==> config.mk <==
export PLATFORM = sky130hd
export DESIGN_NAME = osd_regbank
export DESIGN_NICKNAME = d
export VERILOG_FILES = /design/src/rtl/osd_pkg.sv /design/src/rtl/osd_color_reg.sv /design/src/rtl/osd_cksum.sv /design/src/rtl/osd_regbank.sv
export SDC_FILE = /design/constraint.sdc
export NUM_CORES = 1
export LEC_CHECK = 0
export ABC_AREA = 1
export BUFFER_PORTS_ARGS = -buffer_cell sky130_fd_sc_hd__clkbuf_2
export CORE_MARGIN = 2
export CORE_UTILIZATION = 26
export CTS_BUF_LIST = sky130_fd_sc_hd__clkbuf_8
export DETAILED_ROUTE_END_ITERATION = 10
export GPL_TIMING_DRIVEN = 0
export HOLD_SLACK_MARGIN = 0.1
export PLACE_DENSITY_LB_ADDON = 0.12
export SKIP_CTS_REPAIR_TIMING = 1
export SKIP_LAST_GASP = 1
export SLEW_MARGIN = 20
export SYNTH_ARGS = -nofsm -noshare
export SYNTH_HDL_FRONTEND = slang
export SYNTH_SLANG_ARGS = --single-unit
==> constraint.sdc <==
create_clock -name CLK -period 10.2 [get_ports CLK]
set_input_delay 3.06 -clock CLK [delete_from_list [all_inputs] [get_ports CLK]]
set_output_delay 3.06 -clock CLK [all_outputs]
set_load 0.01 [all_outputs]
==> src/rtl/osd_pkg.sv <==
/*
 * Shared constants and types for the on-screen display control bank:
 * byte addresses, field positions, reset values, font scan sizing.
 * Assumes a byte-wide register port driven by the serial control front end.
 */
package osd_pkg;

	localparam int            OSD_ADDR_W         = 16;
	localparam int            OSD_DATA_W         = 8;

	// register byte addresses
	localparam logic [15:0]   OSD_ADR_FONT_SEL   = 16'h8402;
	localparam logic [15:0]   OSD_ADR_VBLANK     = 16'h8403;
	localparam logic [15:0]   OSD_ADR_CHAR_HT    = 16'h8404;
	localparam logic [15:0]   OSD_ADR_HIGH_LO    = 16'h8405;
	localparam logic [15:0]   OSD_ADR_HIGH_HI    = 16'h8406;
	localparam logic [15:0]   OSD_ADR_LOW_LO     = 16'h8407;
	localparam logic [15:0]   OSD_ADR_LOW_HI     = 16'h8408;
	localparam logic [15:0]   OSD_ADR_SHADE_LO   = 16'h8409;
	localparam logic [15:0]   OSD_ADR_SHADE_HI   = 16'h840A;
	localparam logic [15:0]   OSD_ADR_CK_CTRL    = 16'h840D;
	localparam logic [15:0]   OSD_ADR_CK_RES_LO  = 16'h840E;
	localparam logic [15:0]   OSD_ADR_CK_RES_HI  = 16'h840F;

	// field positions and widths
	localparam int            OSD_VBLANK_W       = 7;
	localparam int            OSD_VBLANK_MSB     = 6;
	localparam int            OSD_CHAR_HT_W      = 8;
	localparam int            OSD_COLOR_W        = 9;
	localparam int            OSD_COLOR_HI_BIT   = 8;
	localparam int            OSD_CK_START_BIT   = 0;
	localparam int            OSD_CK_W           = 16;

	// reset values
	localparam logic [6:0]    OSD_VBLANK_RST     = 7'h00;
	localparam logic [7:0]    OSD_CHAR_HT_RST    = 8'h00;
	localparam logic [8:0]    OSD_COLOR_RST      = 9'h000;
	localparam logic [15:0]   OSD_CK_RES_RST     = 16'h0000;
	localparam logic [7:0]    OSD_RDATA_RST      = 8'h00;

	// font scan sizing
	localparam int            OSD_CK_CHARS       = 256;
	localparam int            OSD_CK_WORDS_CHAR  = 18;
	localparam int            OSD_ROM_DATA_W     = 12;
	localparam int            OSD_ROM_ADDR_W     = 13;
	localparam logic [12:0]   OSD_ROM_LAST       = 13'(OSD_CK_CHARS * OSD_CK_WORDS_CHAR - 1);
	localparam logic [12:0]   OSD_ROM_ADDR_RST   = 13'h0000;
	localparam logic [16:0]   OSD_CK_MODULUS     = 17'h0FFFF;

	typedef struct packed {
		logic [2:0] green;
		logic [2:0] red;
		logic [2:0] blue;
	} osd_color_t;

	typedef struct packed {
		logic        wr;
		logic        rd;
		logic [15:0] addr;
		logic [7:0]  wdata;
	} osd_req_t;

	typedef enum logic [3:0] {
		OSD_CK_IDLE  = 4'b0001,
		OSD_CK_RUN   = 4'b0010,
		OSD_CK_DRAIN = 4'b0100,
		OSD_CK_DONE  = 4'b1000
	} osd_ck_state_t;

endpackage

==> src/rtl/osd_color_reg.sv <==
/*
 * One 9-bit colour setting split over two byte addresses.
 * Assumes one write request per cycle from the register bank.
 */
`timescale 1ns/1ps
module osd_color_reg
	import osd_pkg::*;
#(
	parameter logic [15:0] ADR_LO = 16'h0000,
	parameter logic [15:0] ADR_HI = 16'h0001
) (
	input  wire logic       clk,   // system clock
	input  wire logic       rst,   // async reset, high
	input  wire osd_pkg::osd_req_t req,   // register request
	output osd_pkg::osd_color_t    color  // stored colour
);
	logic [8:0] color_q;

	always_ff @(posedge clk or posedge rst) begin
		if (rst) begin
			color_q <= OSD_COLOR_RST;
		end else if (req.wr && req.addr == ADR_LO) begin
			color_q[7:0] <= req.wdata;
		end else if (req.wr && req.addr == ADR_HI) begin
			color_q[OSD_COLOR_HI_BIT] <= req.wdata[0];
		end
	end

	assign color = osd_color_t'(color_q);
endmodule

==> src/rtl/osd_cksum.sv <==
/*
 * Font ROM signature engine: scans every ROM word in order and sums
 * modulo 65535. Assumes a ROM with one cycle of read latency.
 */
`timescale 1ns/1ps
module osd_cksum
	import osd_pkg::*;
(
	input  wire logic        clk,       // system clock
	input  wire logic        rst,       // async reset, high
	input  wire logic        start,     // start level
	input  wire logic [11:0] rom_data,  // rom word, one cycle after address
	output logic      [12:0] rom_addr,  // rom word address
	output logic             done,      // one-cycle finish pulse
	output logic      [15:0] sum        // final sum, valid with done
);
	osd_ck_state_t state_q;
	logic          data_vld_q;
	logic [15:0]   acc_q;
	logic [16:0]   acc_add;

	always_ff @(posedge clk or posedge rst) begin
		if (rst) begin
			state_q <= OSD_CK_IDLE;
		end else begin
			case (state_q)
				OSD_CK_IDLE:  if (start) state_q <= OSD_CK_RUN;
				OSD_CK_RUN:   if (rom_addr == OSD_ROM_LAST) state_q <= OSD_CK_DRAIN;
				OSD_CK_DRAIN: state_q <= OSD_CK_DONE;
				OSD_CK_DONE:  state_q <= OSD_CK_IDLE;
				default:      state_q <= OSD_CK_IDLE;
			endcase
		end
	end

	always_ff @(posedge clk or posedge rst) begin
		if (rst) begin
			rom_addr <= OSD_ROM_ADDR_RST;
		end else if (state_q == OSD_CK_RUN && rom_addr != OSD_ROM_LAST) begin
			rom_addr <= rom_addr + 13'h0001;
		end else if (state_q != OSD_CK_RUN) begin
			rom_addr <= OSD_ROM_ADDR_RST;
		end
	end

	always_ff @(posedge clk or posedge rst) begin
		if (rst) begin
			data_vld_q <= 1'b0;
		end else begin
			data_vld_q <= (state_q == OSD_CK_RUN);
		end
	end

	always_comb begin
		acc_add = {1'b0, acc_q} + {5'h00, rom_data};
		if (acc_add >= OSD_CK_MODULUS) begin
			acc_add = acc_add - OSD_CK_MODULUS;
		end
	end

	always_ff @(posedge clk or posedge rst) begin
		if (rst) begin
			acc_q <= OSD_CK_RES_RST;
		end else if (state_q == OSD_CK_IDLE) begin
			acc_q <= OSD_CK_RES_RST;
		end else if (data_vld_q) begin
			acc_q <= acc_add[15:0];
		end
	end

	assign done = (state_q == OSD_CK_DONE);
	assign sum  = acc_q;
endmodule

==> src/rtl/osd_regbank.sv <==
/*
 * On-screen display control bank: blanking length, character height,
 * three colour settings and the font ROM signature control and result.
 * Assumes the serial control front end presents one byte request per
 * cycle, and a font ROM answering one cycle after its address.
 */
`timescale 1ns/1ps

module osd_regbank
	import osd_pkg::*;
(
	input  wire logic                   CLK,          // 20 MHz system clock
	input  wire logic                   RST,          // async reset, high
	input  wire osd_pkg::osd_req_t      REG_REQ,      // byte register request
	output logic      [7:0]             REG_RDATA,    // read data, one cycle after rd
	output logic      [6:0]             VBLANK_LEN,   // vertical blank length, lines
	output logic      [7:0]             CHAR_HEIGHT,  // character height value
	output osd_pkg::osd_color_t         HIGHLIGHT,    // highlight colour
	output osd_pkg::osd_color_t         LOWLIGHT,     // lowlight colour
	output osd_pkg::osd_color_t         SHADOW,       // heavy lowlight/shadow colour
	input  wire logic [11:0]            ROM_DATA,     // font rom word
	output logic      [12:0]            ROM_ADDR,     // font rom address
	output logic                        CK_BUSY       // signature scan running
);
	import osd_pkg::*;

	logic [6:0]  vblank_length_q;
	logic [7:0]  char_height_q;
	logic        checksum_start_q;
	logic [15:0] checksum_result_q;
	logic [7:0]  rdata_q;
	logic [7:0]  rdata_d;
	logic        ck_done;
	logic [15:0] ck_sum;
	osd_color_t  high_c;
	osd_color_t  low_c;
	osd_color_t  shade_c;

	always_ff @(posedge CLK or posedge RST) begin
		if (RST) begin
			vblank_length_q <= OSD_VBLANK_RST;
		end else if (REG_REQ.wr && REG_REQ.addr == OSD_ADR_VBLANK) begin
			vblank_length_q <= REG_REQ.wdata[OSD_VBLANK_MSB:0];
		end
	end

	always_ff @(posedge CLK or posedge RST) begin
		if (RST) begin
			char_height_q <= OSD_CHAR_HT_RST;
		end else if (REG_REQ.wr && REG_REQ.addr == OSD_ADR_CHAR_HT) begin
			char_height_q <= REG_REQ.wdata;
		end
	end

	osd_color_reg #(
		.ADR_LO (OSD_ADR_HIGH_LO),
		.ADR_HI (OSD_ADR_HIGH_HI)
	) u_high (
		.clk   (CLK),
		.rst   (RST),
		.req   (REG_REQ),
		.color (high_c)
	);

	osd_color_reg #(
		.ADR_LO (OSD_ADR_LOW_LO),
		.ADR_HI (OSD_ADR_LOW_HI)
	) u_low (
		.clk   (CLK),
		.rst   (RST),
		.req   (REG_REQ),
		.color (low_c)
	);

	osd_color_reg #(
		.ADR_LO (OSD_ADR_SHADE_LO),
		.ADR_HI (OSD_ADR_SHADE_HI)
	) u_shade (
		.clk   (CLK),
		.rst   (RST),
		.req   (REG_REQ),
		.color (shade_c)
	);

	// colours retimed so the ports come from flops
	always_ff @(posedge CLK or posedge RST) begin
		if (RST) begin
			HIGHLIGHT <= osd_color_t'(OSD_COLOR_RST);
			LOWLIGHT  <= osd_color_t'(OSD_COLOR_RST);
			SHADOW    <= osd_color_t'(OSD_COLOR_RST);
		end else begin
			HIGHLIGHT <= high_c;
			LOWLIGHT  <= low_c;
			SHADOW    <= shade_c;
		end
	end

	always_ff @(posedge CLK or posedge RST) begin
		if (RST) begin
			checksum_start_q <= 1'b0;
		end else if (REG_REQ.wr && REG_REQ.addr == OSD_ADR_CK_CTRL && REG_REQ.wdata[OSD_CK_START_BIT]) begin
			checksum_start_q <= 1'b1;
		end else if (ck_done) begin
			checksum_start_q <= 1'b0;
		end
	end

	osd_cksum u_cksum (
		.clk      (CLK),
		.rst      (RST),
		.start    (checksum_start_q),
		.rom_data (ROM_DATA),
		.rom_addr (ROM_ADDR),
		.done     (ck_done),
		.sum      (ck_sum)
	);

	always_ff @(posedge CLK or posedge RST) begin
		if (RST) begin
			checksum_result_q <= OSD_CK_RES_RST;
		end else if (ck_done) begin
			checksum_result_q <= ck_sum;
		end
	end

	always_comb begin
		rdata_d = 8'h00;
		if (REG_REQ.addr == OSD_ADR_VBLANK) begin
			rdata_d = {1'b0, vblank_length_q};
		end else if (REG_REQ.addr == OSD_ADR_CHAR_HT) begin
			rdata_d = char_height_q;
		end else if (REG_REQ.addr == OSD_ADR_HIGH_LO) begin
			rdata_d = high_c[7:0];
		end else if (REG_REQ.addr == OSD_ADR_HIGH_HI) begin
			rdata_d = {7'h00, high_c[OSD_COLOR_HI_BIT]};
		end else if (REG_REQ.addr == OSD_ADR_LOW_LO) begin
			rdata_d = low_c[7:0];
		end else if (REG_REQ.addr == OSD_ADR_LOW_HI) begin
			rdata_d = {7'h00, low_c[OSD_COLOR_HI_BIT]};
		end else if (REG_REQ.addr == OSD_ADR_SHADE_LO) begin
			rdata_d = shade_c[7:0];
		end else if (REG_REQ.addr == OSD_ADR_SHADE_HI) begin
			rdata_d = {7'h00, shade_c[OSD_COLOR_HI_BIT]};
		end else if (REG_REQ.addr == OSD_ADR_CK_CTRL) begin
			rdata_d = {7'h00, checksum_start_q};
		end else if (REG_REQ.addr == OSD_ADR_CK_RES_LO) begin
			rdata_d = checksum_result_q[7:0];
		end else if (REG_REQ.addr == OSD_ADR_CK_RES_HI) begin
			rdata_d = checksum_result_q[15:8];
		end
	end

	// read data held until the next read
	always_ff @(posedge CLK or posedge RST) begin
		if (RST) begin
			rdata_q <= OSD_RDATA_RST;
		end else if (REG_REQ.rd) begin
			rdata_q <= rdata_d;
		end
	end

	assign REG_RDATA   = rdata_q;
	assign VBLANK_LEN  = vblank_length_q;
	assign CHAR_HEIGHT = char_height_q;
	assign CK_BUSY     = checksum_start_q;
endmodule

==> impl_metrics.csv <==
group,metric,value,unit
job,maxCapViolCount,0,
status,outcome,"finished, final reports clean",
worst_setup_path,cp-startpoint,"ROM_DATA[0]",
synthesis,syn_area,0.00662,mm2
synthesis,ys_seq_area_frac,0.484,
synthesis,synth_top_area_share,0.480,
cells_and_area,final_area,0.00803,mm2
synthesis,synth-compound-area-share,0.0972,
clock_network,ctsRootBufferMaster,"clkbuf_8",
drt,firstDrtPassIters,5,
cells_and_area,multi_input_comb_area,0.00288,mm2
synthesis,synth_edf_count,0,
sta,skew,0.0182,ns
worst_setup_path,required,10.54,ns
synthesis,synth_ff_type,"dfrtp_1",
synthesis,ys_top_cells_by_area,"dfrtp_1 48%, nand2_1 13%, inv_1 6.2%",
grt,overflow,0,
min_path,hold_class,"reg2reg",
cells_and_area,nNetsFinal,1022,
drt,wl,19600,um
sta,fin_crit_sh,0.505,
worst_setup_path,r2r-start,"u_cksum.sum[0]",
sta,min_period,5.16,ns
pwr,leakage,4.12,nW
sta,final-hold-violation-count,0,
worst_setup_path,critical_path_class,"in2reg",
sta,rsz0062_at_grt,"false",
synthesis,synth_top_family_by_area,"simple AND/OR/NAND/NOR gates",
place,dp_hpwl,15300,um
die,start_util,0.263,
die,die_area,0.0267,mm2
cells_and_area,area_growth,21.4,%
worst_setup_path,worstPathArrival,5.49,ns
worst_setup_path,cp_slowest_cell,"fa_1",
die,fp.dieH,164,um
clock_network,numCtsBuffers,17,
synthesis,syn_area_per_cell,7.83,um2
pwr,power_density,208,mW/mm2
worst_setup_path,critPathMaxFanout,10,
drt,avgViaCountPerCell,4.49,
synthesis,synthAdderAreaFrac,0.0295,
clock_network,cts.sinks,128,
synthesis,yosysWarnings,0,
drt,vias,5882,
die,rows,58,
min_path,worstHoldStart,"u_high.color[8]",
grt,grt_pass1_wl,31500,um
grt,grt_pass1_vias,5863,
die,core,0.0251,mm2
die,io_pins,104,
synthesis,synth_xor_area_frac,0.00265,
clock_network,cts_max_level,4,
synthesis,synth_fp_nets,900,
sta,slew_headroom,0.230,
sta,fmax,194,MHz
synthesis,yosysUniqueCellTypes,41,
cells_and_area,instances_no_fill,1310,
worst_setup_path,crit_buf_inv,5,
grt,grt_usage,0.152,
sta,fin_setup_tns,0,ns
cells_and_area,seq_area,0.00320,mm2
synthesis,synthMuxAreaShare,0.00340,
cells_and_area,drive_gt1_frac,0.177,
worst_setup_path,path_cells,"clkbuf_2 > ha_1 > inv_1 > fa_1 > inv_1 > nand3_1 > nand2_1 > nand3_1 > nand4_1 > nand2_1 > inv_1 > nand2_1 > nor2_1 > nand3_2 > nand3_4 > buf_6 > nand3_1 > nand3_1 > nand2_1",
worst_setup_path,max_stage_delay,0.40,ns
place,placed_cell_area,0.00757,mm2
place,routabilityCongestion,0.813,
sta,max_slew.worst_pin.slew,1.14,ns
sta,setup_viol,0,
cells_and_area,antenna-diode-count,0,
drt,detail_route.wl_per_cell,15.0,um
clock_network,clk_pin_slew,0.08,ns
worst_setup_path,worst_setup_path_end_kind,"flip-flop",
synthesis,synth_cells,845,
synthesis,yosys.area.top_type,"dfrtp_1",
synthesis,yosys.area_share.simple,0.303,
grt,grt_max_degree,98,
cells_and_area,fill_cells,2779,
clock_network,cts.path.max_buffers,2,
worst_setup_path,crit_family,"simple AND/OR/NAND/NOR gates",
synthesis,ys_async_sr_fraction,1.00,
grt,antenna_found_initial,0,
worst_setup_path,reg2reg_slack,7.33,ns
drt,ant_nets,0,
clock_network,cts_tree,"yes",
pwr,peakVddDrop,0.0000720,V
clock_network,clock_latency,0.45,ns
die,die_w,164,um
drt,post-route-drc-count,0,
drt,drtIter0Drc,360,
sta,slew_viol_final,0,
synthesis,ys_ff_latch,128,
place,port_buffers,102,
place,dp.cells,1278,
worst_setup_path,worstSetupStartpointType,"primary input",
-- power by group --
part	leakage (nW)	internal, mW	switching, mW
clock	0.230	0.290	0.220
combinational	2.17	0.178	0.387
sequential	1.71	0.541	0.0525
total	4.12	1.01	0.660
-- layer usage --
layer  GRT usage  share of wire  vias up
met5           0              0        -
met2       0.259           0.47      127
met1       0.195           0.47     2711
met4      0.0411          0.014        0
met3      0.0328          0.041       20
li1            -              -     3024
-- sequential cells by signal (all words and copies together) (netlist names), 7 cells and up --
register	count
HIGHLIGHT	9
checksum_result_q	16
REG_RDATA	8
u_low.color	9
LOWLIGHT	9
u_cksum.sum	16
SHADOW	9
VBLANK_LEN	7
CHAR_HEIGHT	8
u_cksum.rom_addr	13
u_shade.color	9
u_high.color	9
-- cell type report --
| type | count | area share |
|---|---|---|
| timing repair buffer | 103 | 0.0670 |
| inverter | 115 | 0.0547 |
| tap | 330 | 0.0514 |
| buffer | 20 | 0.0120 |
| multi-input combinational | 582 | 0.359 |
| clock buffer | 17 | 0.0291 |
| sequential | 128 | 0.399 |
| clock inverter | 15 | 0.0274 |
-- cell usage after synthesis, types with 3 or more instances --
master / n
o22ai_1: 3
clkbuf_1: 16
nor3_1: 18
nand2_1: 228
nand3_1: 77
nand4_1: 22
dfrtp_1: 127
inv_2: 6
a31oi_1: 9
o21ai_0: 70
nor3b_1: 5
and2_1: 4
nand2_2: 16
o21ai_1: 5
inv_1: 109
nor4_1: 10
ha_1: 14
nor2_1: 51
a21oi_1: 23
-- placed cells by master, fill, tap and decap left out, types with 4 or more instances in the layout --
cell type / instances
clkbuf_2: 102
nor3b_1: 5
nand2_2: 16
bufinv_16: 5
nand3_1: 77
clkbuf_1: 16
inv_1: 111
nor4_1: 10
o21ai_0: 70
a31oi_1: 9
ha_1: 14
nand4_1: 22
clkbuf_8: 17
inv_2: 6
nor2_1: 51
o21ai_1: 5
dfrtp_1: 127
a21oi_1: 23
clkinv_4: 4
and2_1: 4
nor3_1: 18
nand2_1: 228
-- kinds of logic after synthesis --
logic type,Yosys count
multiplexers,2
flip-flops,128
adder cells (fa/ha/maj),15
AO/OA/AOI/OAI,119
XOR/XNOR,2
buffers and inverters,135
AND/OR/NAND/NOR,444
-- final timing paths --
path	endpoint	cells past startpoint
worst max-delay path	u_cksum.sum[7]	19
worst min-delay path	HIGHLIGHT[8]	0
worst max register to register	u_cksum.sum[7]	18
worst min register to register	HIGHLIGHT[8]	0
max in group asynchronous	u_cksum.state_q[0]	3
min in group asynchronous	SHADOW[7]	2
-- through the flow --
step	worst slack (ns)	power (mW)	hold WS, ns	utilization
final	5.04	1.67	0.391	0.320
after CTS	5.04	1.69	0.396	0.320
after detailed placement	4.56	1.17	0.393	0.302
after global placement	1.81	1.17	0.389	0.300
after global routing	4.83	1.80	0.401	0.320
after floorplan	3.73	1.00	0.367	-
No activity file was read; power rests on OpenSTA's default activity.
